### src/shared/rtcix_pkg.sv
// Purpose: constants for the indexed real-time clock register block
// Assumes: one 20 MHz clock, host I/O strobes on that clock
// Notes:   enc() turns a decimal constant into the active data mode
package rtcix_pkg;
    // Port and data widths
    localparam int PORT_W = 2;
    localparam int DATA_W = 8;
    localparam int IDX_W  = 7;
    localparam int DIV_W  = 32;
    localparam int RAM_DEPTH = 256;

    // Port offsets from the first index port
    localparam logic [1:0] PORT_IDX_LO = 2'h0;
    localparam logic [1:0] PORT_DAT_LO = 2'h1;
    localparam logic [1:0] PORT_IDX_HI = 2'h2;
    localparam logic [1:0] PORT_DAT_HI = 2'h3;

    // Register indices in the lower block
    localparam logic [6:0] IX_SEC   = 7'h00;
    localparam logic [6:0] IX_SALM  = 7'h01;
    localparam logic [6:0] IX_MIN   = 7'h02;
    localparam logic [6:0] IX_MALM  = 7'h03;
    localparam logic [6:0] IX_HR    = 7'h04;
    localparam logic [6:0] IX_HALM  = 7'h05;
    localparam logic [6:0] IX_WDAY  = 7'h06;
    localparam logic [6:0] IX_MDAY  = 7'h07;
    localparam logic [6:0] IX_MON   = 7'h08;
    localparam logic [6:0] IX_YEAR  = 7'h09;
    localparam logic [6:0] IX_CTLB  = 7'h0B;
    localparam logic [6:0] IX_STATC = 7'h0C;

    // Control byte fields
    localparam int B_SET = 7;
    localparam int B_AIE = 5;
    localparam int B_UIE = 4;
    localparam int B_DM  = 2;
    localparam int B_H24 = 1;
    localparam int B_DSE = 0;
    // Status byte fields
    localparam int C_IRQF = 7;
    localparam int C_AF   = 5;
    localparam int C_UF   = 4;
    // Hour and seconds fields
    localparam int PM_BIT  = 7;
    localparam int SEC_RSV = 7;
    localparam logic [1:0] ALM_ANY  = 2'h3;
    localparam logic [1:0] LEAP_MOD = 2'h0;
    localparam logic [7:0] RST_BYTE = 8'h00;
    localparam logic [3:0] NIB_NINE = 4'h9;
    localparam logic [3:0] NIB_ZERO = 4'h0;
    localparam logic [3:0] NIB_ONE  = 4'h1;
    localparam logic [7:0] BYTE_ONE = 8'h01;

    // One second in cycles of mclk
    localparam int SECOND_NS   = 1_000_000_000;
    localparam int CLK_NS      = 50;
    localparam int TICK_CYCLES = SECOND_NS / CLK_NS;

    // Decimal field limits
    localparam int D_00 = 0;
    localparam int D_01 = 1;
    localparam int D_02 = 2;
    localparam int D_03 = 3;
    localparam int D_04 = 4;
    localparam int D_06 = 6;
    localparam int D_07 = 7;
    localparam int D_09 = 9;
    localparam int D_10 = 10;
    localparam int D_11 = 11;
    localparam int D_12 = 12;
    localparam int D_23 = 23;
    localparam int D_24 = 24;
    localparam int D_25 = 25;
    localparam int D_28 = 28;
    localparam int D_29 = 29;
    localparam int D_30 = 30;
    localparam int D_31 = 31;
    localparam int D_59 = 59;
    localparam int D_99 = 99;

    // Decimal constant in binary or two-digit BCD form
    function automatic logic [7:0] enc(input logic bin, input int dec);
        enc = bin ? 8'(dec) : {4'(dec / 10), 4'(dec % 10)};
    endfunction
endpackage

### src/rtcix_regs.sv
// Purpose: time, alarm, calendar and scratch bytes behind indexed ports
// Assumes: host strobes are synchronous to mclk, one cycle each
// Notes:   reads answer one cycle after the strobe on io_rdata
`timescale 1ns/1ps
module rtcix_regs #(
    parameter int unsigned TICK_CNT = rtcix_pkg::TICK_CYCLES
) (
    input  wire logic                         mclk,
    input  wire logic                         resetn,
    input  wire logic [rtcix_pkg::PORT_W-1:0] io_addr,
    input  wire logic                         io_wr,
    input  wire logic                         io_rd,
    input  wire logic [rtcix_pkg::DATA_W-1:0] io_wdata,
    output logic      [rtcix_pkg::DATA_W-1:0] io_rdata,
    output logic                              irq
);
    import rtcix_pkg::*;

    localparam logic [DIV_W-1:0] TICK_LAST = DIV_W'(TICK_CNT - 1);

    // Index latches, one per port pair
    logic [IDX_W-1:0] idx_lo_q;
    logic [IDX_W-1:0] idx_hi_q;
    // Time and calendar fields
    logic [7:0]       sec_q;
    logic [7:0]       min_q;
    logic [7:0]       hr_q;
    logic [7:0]       wday_q;
    logic [7:0]       mday_q;
    logic [7:0]       mon_q;
    logic [7:0]       year_q;
    // Alarm fields
    logic [7:0]       salm_q;
    logic [7:0]       malm_q;
    logic [7:0]       halm_q;
    // Control and sticky status
    logic [7:0]       ctlb_q;
    logic             af_q;
    logic             uf_q;
    logic             dst_back_q;
    // Second divider and update pulses
    logic [DIV_W-1:0] div_q;
    logic             tick_q;
    logic             upd_q;
    // Output registers
    logic [7:0]       rdata_q;
    logic             irq_q;
    // Scratch storage, no reset so contents survive
    logic [7:0]       ram_q [0:RAM_DEPTH-1];

    // Decoded strobes
    logic             wr_lo;
    logic             rd_lo;
    logic             wr_hi;
    logic             lo_is_clk;
    logic             step;
    logic             bin;
    logic             h12;
    // Next values from the counting cells
    logic [7:0]       sec_nxt;
    logic [7:0]       min_nxt;
    logic [7:0]       hr_inc;
    logic [7:0]       hr_nxt;
    logic [7:0]       wday_nxt;
    logic [7:0]       mday_nxt;
    logic [7:0]       mon_nxt;
    logic [7:0]       year_nxt;
    logic             sec_wrap;
    logic             min_wrap;
    logic             hr_wrap;
    logic             day_wrap;
    logic             mday_wrap;
    logic             mon_wrap;
    logic [7:0]       hr_cur;
    logic [7:0]       mday_max;
    logic             leap;
    logic             one_am;
    logic             dst_fwd;
    logic             dst_bwd;
    logic             alarm_hit;
    logic             irq_cond;
    logic [7:0]       stat_byte;
    logic [7:0]       rd_mux;

    assign io_rdata = rdata_q;
    assign irq      = irq_q;

    // Port decode
    assign wr_lo = io_wr && io_addr == PORT_DAT_LO;
    assign rd_lo = io_rd && io_addr == PORT_DAT_LO;
    assign wr_hi = io_wr && io_addr == PORT_DAT_HI;
    // Indices that hold clock state instead of scratch
    assign lo_is_clk = idx_lo_q <= IX_YEAR || idx_lo_q == IX_CTLB || idx_lo_q == IX_STATC;
    assign bin  = ctlb_q[B_DM];
    assign h12  = !ctlb_q[B_H24];
    assign step = tick_q && !ctlb_q[B_SET];

    // Index latches change only on their own port
    always_ff @(posedge mclk or negedge resetn) begin
        if (!resetn) begin
            idx_lo_q <= IX_SEC;
            idx_hi_q <= IX_SEC;
        end else if (io_wr) begin
            if (io_addr == PORT_IDX_LO) begin
                idx_lo_q <= io_wdata[IDX_W-1:0];
            end
            if (io_addr == PORT_IDX_HI) begin
                idx_hi_q <= io_wdata[IDX_W-1:0];
            end
        end
    end

    // One-second divider; held at zero while updates are off
    always_ff @(posedge mclk or negedge resetn) begin
        if (!resetn) begin
            div_q  <= '0;
            tick_q <= 1'b0;
            upd_q  <= 1'b0;
        end else begin
            upd_q <= step;
            if (ctlb_q[B_SET]) begin
                div_q  <= '0;
                tick_q <= 1'b0;
            end else if (div_q == TICK_LAST) begin
                div_q  <= '0;
                tick_q <= 1'b1;
            end else begin
                div_q  <= div_q + DIV_W'(1);
                tick_q <= 1'b0;
            end
        end
    end

    // Counting cells for each wrapping field
    rtcix_wrap_inc u_sec (
        .cur (sec_q), .lo (enc(bin, D_00)), .hi (enc(bin, D_59)),
        .bin (bin), .nxt (sec_nxt), .wrap (sec_wrap)
    );
    rtcix_wrap_inc u_min (
        .cur (min_q), .lo (enc(bin, D_00)), .hi (enc(bin, D_59)),
        .bin (bin), .nxt (min_nxt), .wrap (min_wrap)
    );
    rtcix_wrap_inc u_hr (
        .cur (hr_cur), .lo (enc(bin, h12 ? D_01 : D_00)),
        .hi  (enc(bin, h12 ? D_12 : D_23)),
        .bin (bin), .nxt (hr_inc), .wrap (hr_wrap)
    );
    rtcix_wrap_inc u_wday (
        .cur (wday_q), .lo (enc(bin, D_01)), .hi (enc(bin, D_07)),
        .bin (bin), .nxt (wday_nxt), .wrap ()
    );
    rtcix_wrap_inc u_mday (
        .cur (mday_q), .lo (enc(bin, D_01)), .hi (mday_max),
        .bin (bin), .nxt (mday_nxt), .wrap (mday_wrap)
    );
    rtcix_wrap_inc u_mon (
        .cur (mon_q), .lo (enc(bin, D_01)), .hi (enc(bin, D_12)),
        .bin (bin), .nxt (mon_nxt), .wrap (mon_wrap)
    );
    // Year wrap carries nothing further: the calendar spans one century
    rtcix_wrap_inc u_year (
        .cur (year_q), .lo (enc(bin, D_00)), .hi (enc(bin, D_99)),
        .bin (bin), .nxt (year_nxt), .wrap ()
    );

    // Hour step: PM flag toggles at 11, day turns at 11 PM
    always_comb begin
        hr_cur = h12 ? {1'b0, hr_q[6:0]} : hr_q;
        if (h12) begin
            hr_nxt   = {hr_q[PM_BIT] ^ (hr_cur == enc(bin, D_11)), hr_inc[6:0]};
            day_wrap = hr_q[PM_BIT] && hr_cur == enc(bin, D_11);
        end else begin
            hr_nxt   = hr_inc;
            day_wrap = hr_wrap;
        end
    end

    // Month length; every fourth year is leap across the century
    always_comb begin
        if (bin) begin
            leap = year_q[1:0] == LEAP_MOD;
        end else begin
            leap = (2'({year_q[4], 1'b0}) + year_q[1:0]) == LEAP_MOD;
        end
        if (mon_q == enc(bin, D_02)) begin
            mday_max = leap ? enc(bin, D_29) : enc(bin, D_28);
        end else if (mon_q == enc(bin, D_04) || mon_q == enc(bin, D_06) ||
                     mon_q == enc(bin, D_09) || mon_q == enc(bin, D_11)) begin
            mday_max = enc(bin, D_30);
        end else begin
            mday_max = enc(bin, D_31);
        end
    end

    // Daylight saving: last April Sunday skips 2 AM, October repeats 1 AM
    assign one_am  = ctlb_q[B_DSE] && hr_q == enc(bin, D_01) &&
                     wday_q == enc(bin, D_01);
    assign dst_fwd = one_am && mon_q == enc(bin, D_04) &&
                     mday_q >= enc(bin, D_24);
    assign dst_bwd = one_am && mon_q == enc(bin, D_10) &&
                     mday_q >= enc(bin, D_25) && !dst_back_q;

    // Time and calendar: tick update, host write takes precedence
    always_ff @(posedge mclk or negedge resetn) begin
        if (!resetn) begin
            sec_q      <= RST_BYTE;
            min_q      <= RST_BYTE;
            hr_q       <= RST_BYTE;
            wday_q     <= RST_BYTE;
            mday_q     <= RST_BYTE;
            mon_q      <= RST_BYTE;
            year_q     <= RST_BYTE;
            dst_back_q <= 1'b0;
        end else begin
            if (step) begin
                sec_q <= sec_nxt;
                if (sec_wrap) begin
                    min_q <= min_nxt;
                    if (min_wrap) begin
                        if (dst_fwd) begin
                            hr_q <= enc(bin, D_03);
                        end else if (dst_bwd) begin
                            dst_back_q <= 1'b1;
                        end else begin
                            hr_q <= hr_nxt;
                            if (day_wrap) begin
                                dst_back_q <= 1'b0;
                                wday_q     <= wday_nxt;
                                mday_q     <= mday_nxt;
                                if (mday_wrap) begin
                                    mon_q <= mon_nxt;
                                    if (mon_wrap) begin
                                        year_q <= year_nxt;
                                    end
                                end
                            end
                        end
                    end
                end
            end
            // Host writes; seconds top bit is forced clear
            if (wr_lo) begin
                unique case (idx_lo_q)
                    IX_SEC:  sec_q  <= {1'b0, io_wdata[6:0]};
                    IX_MIN:  min_q  <= io_wdata;
                    IX_HR:   hr_q   <= io_wdata;
                    IX_WDAY: wday_q <= io_wdata;
                    IX_MDAY: mday_q <= io_wdata;
                    IX_MON:  mon_q  <= io_wdata;
                    IX_YEAR: year_q <= io_wdata;
                    default: ;
                endcase
            end
        end
    end

    // Alarm and control bytes, plain read/write
    always_ff @(posedge mclk or negedge resetn) begin
        if (!resetn) begin
            salm_q <= RST_BYTE;
            malm_q <= RST_BYTE;
            halm_q <= RST_BYTE;
            ctlb_q <= RST_BYTE;
        end else if (wr_lo) begin
            unique case (idx_lo_q)
                IX_SALM: salm_q <= io_wdata;
                IX_MALM: malm_q <= io_wdata;
                IX_HALM: halm_q <= io_wdata;
                IX_CTLB: ctlb_q <= io_wdata;
                default: ;
            endcase
        end
    end

    // Match is checked on the cycle after each update
    assign alarm_hit = upd_q &&
                       (salm_q[7:6] == ALM_ANY || salm_q == sec_q) &&
                       malm_q == min_q && halm_q == hr_q;

    // Sticky flags; a read of status clears, a new event wins
    always_ff @(posedge mclk or negedge resetn) begin
        if (!resetn) begin
            af_q <= 1'b0;
            uf_q <= 1'b0;
        end else begin
            af_q <= alarm_hit || (af_q && !(rd_lo && idx_lo_q == IX_STATC));
            uf_q <= upd_q || (uf_q && !(rd_lo && idx_lo_q == IX_STATC));
        end
    end

    // Interrupt follows enabled flags one cycle later
    assign irq_cond = (af_q && ctlb_q[B_AIE]) || (uf_q && ctlb_q[B_UIE]);
    always_ff @(posedge mclk or negedge resetn) begin
        if (!resetn) begin
            irq_q <= 1'b0;
        end else begin
            irq_q <= irq_cond;
        end
    end

    // Status byte layout
    always_comb begin
        stat_byte         = RST_BYTE;
        stat_byte[C_IRQF] = irq_cond;
        stat_byte[C_AF]   = af_q;
        stat_byte[C_UF]   = uf_q;
    end

    // Scratch bytes: lower block minus clock indices, whole upper block
    always_ff @(posedge mclk) begin
        if (wr_lo && !lo_is_clk) begin
            ram_q[{1'b0, idx_lo_q}] <= io_wdata;
        end else if (wr_hi) begin
            ram_q[{1'b1, idx_hi_q}] <= io_wdata;
        end
    end

    // Read selection by port and latched index
    always_comb begin
        rd_mux = RST_BYTE;
        unique case (io_addr)
            PORT_IDX_LO: rd_mux = {1'b0, idx_lo_q};
            PORT_IDX_HI: rd_mux = {1'b0, idx_hi_q};
            PORT_DAT_HI: rd_mux = ram_q[{1'b1, idx_hi_q}];
            PORT_DAT_LO: begin
                if (!lo_is_clk) begin
                    rd_mux = ram_q[{1'b0, idx_lo_q}];
                end else begin
                    unique case (idx_lo_q)
                        IX_SEC:   rd_mux = sec_q;
                        IX_SALM:  rd_mux = salm_q;
                        IX_MIN:   rd_mux = min_q;
                        IX_MALM:  rd_mux = malm_q;
                        IX_HR:    rd_mux = hr_q;
                        IX_HALM:  rd_mux = halm_q;
                        IX_WDAY:  rd_mux = wday_q;
                        IX_MDAY:  rd_mux = mday_q;
                        IX_MON:   rd_mux = mon_q;
                        IX_YEAR:  rd_mux = year_q;
                        IX_CTLB:  rd_mux = ctlb_q;
                        IX_STATC: rd_mux = stat_byte;
                        default:  rd_mux = RST_BYTE;
                    endcase
                end
            end
        endcase
    end

    // Read data is captured on the strobe and held until the next read
    always_ff @(posedge mclk or negedge resetn) begin
        if (!resetn) begin
            rdata_q <= RST_BYTE;
        end else if (io_rd) begin
            rdata_q <= rd_mux;
        end
    end
endmodule

### src/rtcix_wrap_inc.sv
// Purpose: one step of a wrapping time field, BCD or binary
// Assumes: cur lies in lo..hi in the selected coding
// Notes:   purely combinational, shared by every counting field
`timescale 1ns/1ps
module rtcix_wrap_inc (
    input  wire logic [7:0] cur,
    input  wire logic [7:0] lo,
    input  wire logic [7:0] hi,
    input  wire logic       bin,
    output logic [7:0]      nxt,
    output logic            wrap
);
    import rtcix_pkg::*;

    // Wrap at the top, else binary or decimal carry
    always_comb begin
        wrap = (cur == hi);
        if (wrap) begin
            nxt = lo;
        end else if (bin || cur[3:0] != NIB_NINE) begin
            nxt = cur + BYTE_ONE;
        end else begin
            nxt = {cur[7:4] + NIB_ONE, NIB_ZERO};
        end
    end
endmodule
### config.mk
export PLATFORM = sky130hd
export DESIGN_NAME = rtcix_regs
export DESIGN_NICKNAME = d
export VERILOG_FILES = /design/src/shared/rtcix_pkg.sv /design/src/rtcix_regs.sv /design/src/rtcix_wrap_inc.sv
export SDC_FILE = /design/constraint.sdc
export NUM_CORES = 2
export LEC_CHECK = 0
export BUFFER_PORTS_ARGS = -buffer_cell sky130_fd_sc_hd__buf_2
export CAP_MARGIN = 20
export CORE_UTILIZATION = 45
export DETAILED_ROUTE_END_ITERATION = 10
export PLACE_DENSITY = 0.65
export SYNTH_ARGS = -nofsm -noshare
export SYNTH_HDL_FRONTEND = slang
export SYNTH_SLANG_ARGS = --single-unit
### constraint.sdc
create_clock -name mclk -period 3.69 [get_ports mclk]
set_input_delay 0.5535 -clock mclk [delete_from_list [all_inputs] [get_ports mclk]]
set_output_delay 0.5535 -clock mclk [all_outputs]
set_load 0.01 [all_outputs]
==> qor.tcl <==
set qor(critPathArrivalTime_ps) 4400
set qor(ys_ff_latch) 2196
set qor(worst_setup_path_startpoint) {idx_hi_q[0]}
set qor(cts_made_buffers) 216
set qor(synth-xor-area-share_pct) 0.6458
set qor(hold_path_class) {in2reg}
set qor(final-max-slew-violation-count) 0
set qor(pre_cts_slack_ps) -313.4
set qor(path_delay_family) {multiplexers}
set qor(final_antenna_net_count) 0
set qor(leftover_overflow_at_the_end_of_global_routing) 0
set qor(synth_top_family_by_area) {multiplexers}
set qor(clkPwrFrac_pct) 36.0
set qor(finalWeightedCongestion) 0.9799
set qor(path_type_of_the_worst_setup_path) {reg2reg}
set qor(yosys.area_share.adder_pct) 0.5172
set qor(slowest_stage) {sky130_fd_sc_hd__dfrtp_4}
set qor(die_area_um2) 200700
set qor(power_density_nw_per_um2) 561.0
set qor(netSwitchingPower_mw) 15.50
set qor(power.static_leakage_nw) 34.40
set qor(finish.utilization_pct) 52.57
set qor(cp_slowest_stage_delay_ps) 740
set qor(rsz0062_at_grt) {false}
set qor(crit_cells) 7
set qor(yosys.cell_types.count) 84
set qor(clk-insertion-delay-late_ps) 860
set qor(achievable-frequency_ghz) 0.2707
set qor(finalHoldViolCount) 0
set qor(initial_antenna_violation_count) 7
set qor(synth_flop_cell) {sky130_fd_sc_hd__edfxtp_1}
set qor(swShare_pct) 26.61
set qor(grt_pass1_wl_um) 361100
set qor(fin_worst_skew_ps) 34.14
set qor(num-nets-final) 5612
set qor(synth_cells) 4946
set qor(buffer_ports.inserted) 22
set qor(share_comb_of_total_power_pct) 15.9
set qor(synth-compound-area-share_pct) 4.186
set qor(cts.root.buffer_cell) {sky130_fd_sc_hd__clkbuf_16}
set qor(worst_r2r_path_depth) 7
set qor(post_synthesis_instance_area_um2) 89520
set qor(die-height_um) 448.0
set qor(wirelength_um) 250400
set qor(hpwl_um) 162700
set qor(timing.critical_path.to_type) {register}
set qor(hold_ws_ps) 211.4
set qor(finalPower_mw) 58.22
set qor(num_io_pins) 23
set qor(dpl_cell_area_um2) 97070
set qor(period_share_pct) 100.1
set qor(clockBufferDepth) 3
set qor(cp_cell_instances) {buf_12, mux4_2, mux4_2, nor2b_1, or4_1, o221ai_1, o31ai_1}
set qor(worstPathBufferInverterCount) 1
set qor(wl_per_cell_um) 29.87
set qor(number_of_drc_markers_after_the_initial_detailed_route_iteration) 7373
set qor(start_kind) {register}
set qor(die_x_um) 448.0
set qor(cp-endpoint) {io_rdata[0]}
set qor(status) {finished with violations}
set qor(synth.mux.area_fraction_pct) 14.85
set qor(drcViolationCount) 0
set qor(cap_viol_max_count) 0
set qor(critical_path_required_ps) 4400
set qor(worst_pin_slew_ps) 1214
set qor(grt_pass1_vias) 50340
set qor(sequential_cell_area_fraction_in_the_yosys_report_pct) 72.84
set qor(finalSetupTns_ps) -3.908
set qor(grt_max_degree) 128
set qor(synthesis.yosys.warnings) 0
set qor(placeableCoreArea_um2) 197400
set qor(post_synth_edffs) 2048
set qor(setup_viol_count_final) 1
set qor(vias) 51330
set qor(relSlewSlack_pct) 19.05
set qor(detail_route.first_pass.iterations) 7
set qor(synth-simple-area-share_pct) 5.269
set qor(post_layout_nonfiller_instances) 8382
set qor(drt-vias-per-instance) 6.124
set qor(crit_fanout) 21
set qor(layout_setup_ws_ps) -3.908
set qor(share_seq_of_total_power_pct) 48.1
set qor(violations) {setup timing}
set qor(layout-area-overhead-vs-synth_pct) 15.94
set qor(worst_vdd_drop_v) 0.0004352
set qor(terminus_of_the_critical_flop_to_flop_path) {io_rdata[0]}
set qor(final_area_um2) 103800
set qor(period_minus_slack_ps) 3694
set qor(initial_core_util_pct) 45.34
set qor(cts_tree) {yes}
set qor(row_count) 163
set qor(cts_sinks) 2196
set qor(reg2reg_slack_ps) -4
set qor(synthesis.area_per_instance_um2) 18.10
set qor(cts_max_level) 4
set qor(synthArstFlopShare_pct) 6.740
set qor(track_usage_pct) 24.95
set qor(placedCellCount) 7981
set qor(power_report.internal_total_mw) 42.73
set qor(timing.critical_path.mode_cell) {sky130_fd_sc_hd__mux4_2}
set qor(layout-drive-gt1-share_pct) 25.63
set qor(reg2reg_from) {idx_hi_q[0]}
set qor(clkSlewWorstSetupHoldPaths_ps) 70
[synthesized netlist by cell type, types with 17 or more instances]
| cell | instances | share of area, % |
|---|---|---|
| sky130_fd_sc_hd__dfrtp_1 | 148 | 4.1 |
| sky130_fd_sc_hd__o221ai_1 | 24 | 0.23 |
| sky130_fd_sc_hd__a21oi_1 | 106 | 0.59 |
| sky130_fd_sc_hd__buf_1 | 29 | 0.12 |
| sky130_fd_sc_hd__buf_2 | 83 | 0.46 |
| sky130_fd_sc_hd__mux4_2 | 481 | 12 |
| sky130_fd_sc_hd__nand2_1 | 213 | 0.89 |
| sky130_fd_sc_hd__nor3_1 | 49 | 0.27 |
| sky130_fd_sc_hd__inv_1 | 48 | 0.20 |
| sky130_fd_sc_hd__buf_4 | 20 | 0.17 |
| sky130_fd_sc_hd__nor4_1 | 25 | 0.17 |
| sky130_fd_sc_hd__xnor2_1 | 30 | 0.29 |
| sky130_fd_sc_hd__o21ai_0 | 109 | 0.61 |
| sky130_fd_sc_hd__edfxtp_1 | 2048 | 69 |
| sky130_fd_sc_hd__nor2_1 | 437 | 1.8 |
| sky130_fd_sc_hd__mux2i_1 | 186 | 2.1 |
| sky130_fd_sc_hd__ha_1 | 37 | 0.52 |
| sky130_fd_sc_hd__mux2_2 | 53 | 0.67 |
| sky130_fd_sc_hd__a221oi_1 | 19 | 0.19 |
| sky130_fd_sc_hd__nand4b_1 | 17 | 0.17 |
| sky130_fd_sc_hd__o22ai_1 | 48 | 0.34 |
| sky130_fd_sc_hd__a22oi_1 | 54 | 0.45 |
| sky130_fd_sc_hd__a211oi_1 | 20 | 0.17 |
| sky130_fd_sc_hd__nand4_1 | 36 | 0.25 |
| sky130_fd_sc_hd__and3_1 | 20 | 0.14 |
| sky130_fd_sc_hd__xor2_1 | 36 | 0.35 |
| sky130_fd_sc_hd__nor2b_1 | 25 | 0.17 |
| sky130_fd_sc_hd__nand3_1 | 84 | 0.47 |
| sky130_fd_sc_hd__clkbuf_1 | 163 | 0.68 |
| sky130_fd_sc_hd__a31oi_1 | 55 | 0.38 |
| sky130_fd_sc_hd__o211ai_1 | 26 | 0.22 |
[layer usage]
layer | track usage, % | up-vias | share of wire [%]
met4 | 9.589 | 4 | 4.2
li1 | - | 21140 | -
met5 | 0.02405 | - | 0.0084
met1 | 35.90 | 26630 | 41
met3 | 5.986 | 534 | 11
met2 | 36.87 | 3020 | 45
[logic make-up after synthesis]
logic type               count (synthesis)
adder cells (fa/ha/maj)                 37
buffers and inverters                  351
other                                    1
AO/OA/AOI/OAI                          561
AND/OR/NAND/NOR                       1014
XOR/XNOR                                66
multiplexers                           720
flip-flops                            2196
[worst reg2reg max path, cell delays in order, from the launching register on]
cell and delay (ps):
sky130_fd_sc_hd__dfrtp_4 740, sky130_fd_sc_hd__buf_12 300, sky130_fd_sc_hd__mux4_2 560, sky130_fd_sc_hd__mux4_2 520, sky130_fd_sc_hd__nor2b_1 210, sky130_fd_sc_hd__or4_1 550, sky130_fd_sc_hd__o221ai_1 500, sky130_fd_sc_hd__o31ai_1 170
[power groups by stage]
| stage | clock network (mW) | registers (mW) | logic, mW |
|---|---|---|---|
| 3_3_place_gp | 0 | 28.5 | 9.00 |
| 2_1_floorplan | 0 | 28.2 | 5.23 |
| 5_1_grt | 22.1 | 28.0 | 9.63 |
| 4_1_cts | 21.2 | 28.0 | 9.09 |
| 6_report | 20.9 | 28.0 | 9.26 |
| 3_5_place_dp | 0 | 28.5 | 9.05 |
[how the worst min path moves through the flow]
stage,from,to,slack [ps],cells past startpoint
floorplan,resetn,af_q,260,0
global placement,div_q[0],div_q[0],480,1
detailed placement,div_q[0],div_q[0],480,1
CTS,io_addr[1],idx_lo_q[2],150,5
global route,io_addr[1],idx_lo_q[2],210,4
finish,io_addr[1],idx_lo_q[2],210,5
[flip-flops by register name (all words and copies together) (netlist names)]
register,flops
ram_q,2048
io_rdata,8
halm_q,8
tick_q,1
hr_q,8
irq,1
year_q,8
div_q,32
min_q,8
wday_q,8
salm_q,8
malm_q,8
dst_back_q,1
idx_hi_q,7
sec_q,8
idx_lo_q,7
mon_q,8
mday_q,8
uf_q,1
ctlb_q,8
af_q,1
upd_q,1
[placed cells by master (no fill, tap or decap), types with 48 or more instances in the layout]
cell type	synthesis	layout
sky130_fd_sc_hd__edfxtp_1	2048	2048
sky130_fd_sc_hd__buf_4	20	524
sky130_fd_sc_hd__mux4_2	481	481
sky130_fd_sc_hd__nor2_1	437	437
sky130_fd_sc_hd__clkbuf_16	0	218
sky130_fd_sc_hd__nand2_1	213	213
sky130_fd_sc_hd__mux2i_1	186	186
sky130_fd_sc_hd__dfrtp_1	148	139
sky130_fd_sc_hd__o21ai_0	109	109
sky130_fd_sc_hd__a21oi_1	106	105
sky130_fd_sc_hd__conb_1	1	96
sky130_fd_sc_hd__nand3_1	84	83
sky130_fd_sc_hd__clkinv_1	3	58
sky130_fd_sc_hd__a31oi_1	55	55
sky130_fd_sc_hd__a22oi_1	54	54
sky130_fd_sc_hd__mux2_2	53	53
sky130_fd_sc_hd__buf_12	0	52
sky130_fd_sc_hd__nor3_1	49	49
sky130_fd_sc_hd__o22ai_1	48	48
[what timing repair did]
action | in CTS | in global routing
hold buffers | 1 | 0
setup endpoints to repair | 2 | 2
resized for setup | 5 | 1
setup buffers | 0 | 1
endpoints found under the hold margin | 58 | 0
[layout make-up]
cell class	count	area, µm²
clock inverters	130	988.4
fillers	15610	93630
flip-flops and latches	2196	65230
multi-input cells	2494	23200
repair buffers	600	5199
clock buffers	267	5659
inverters	53	201.4
diodes	2	5.005
well taps	2640	3303
No activity file was read; power rests on OpenSTA's default activity.
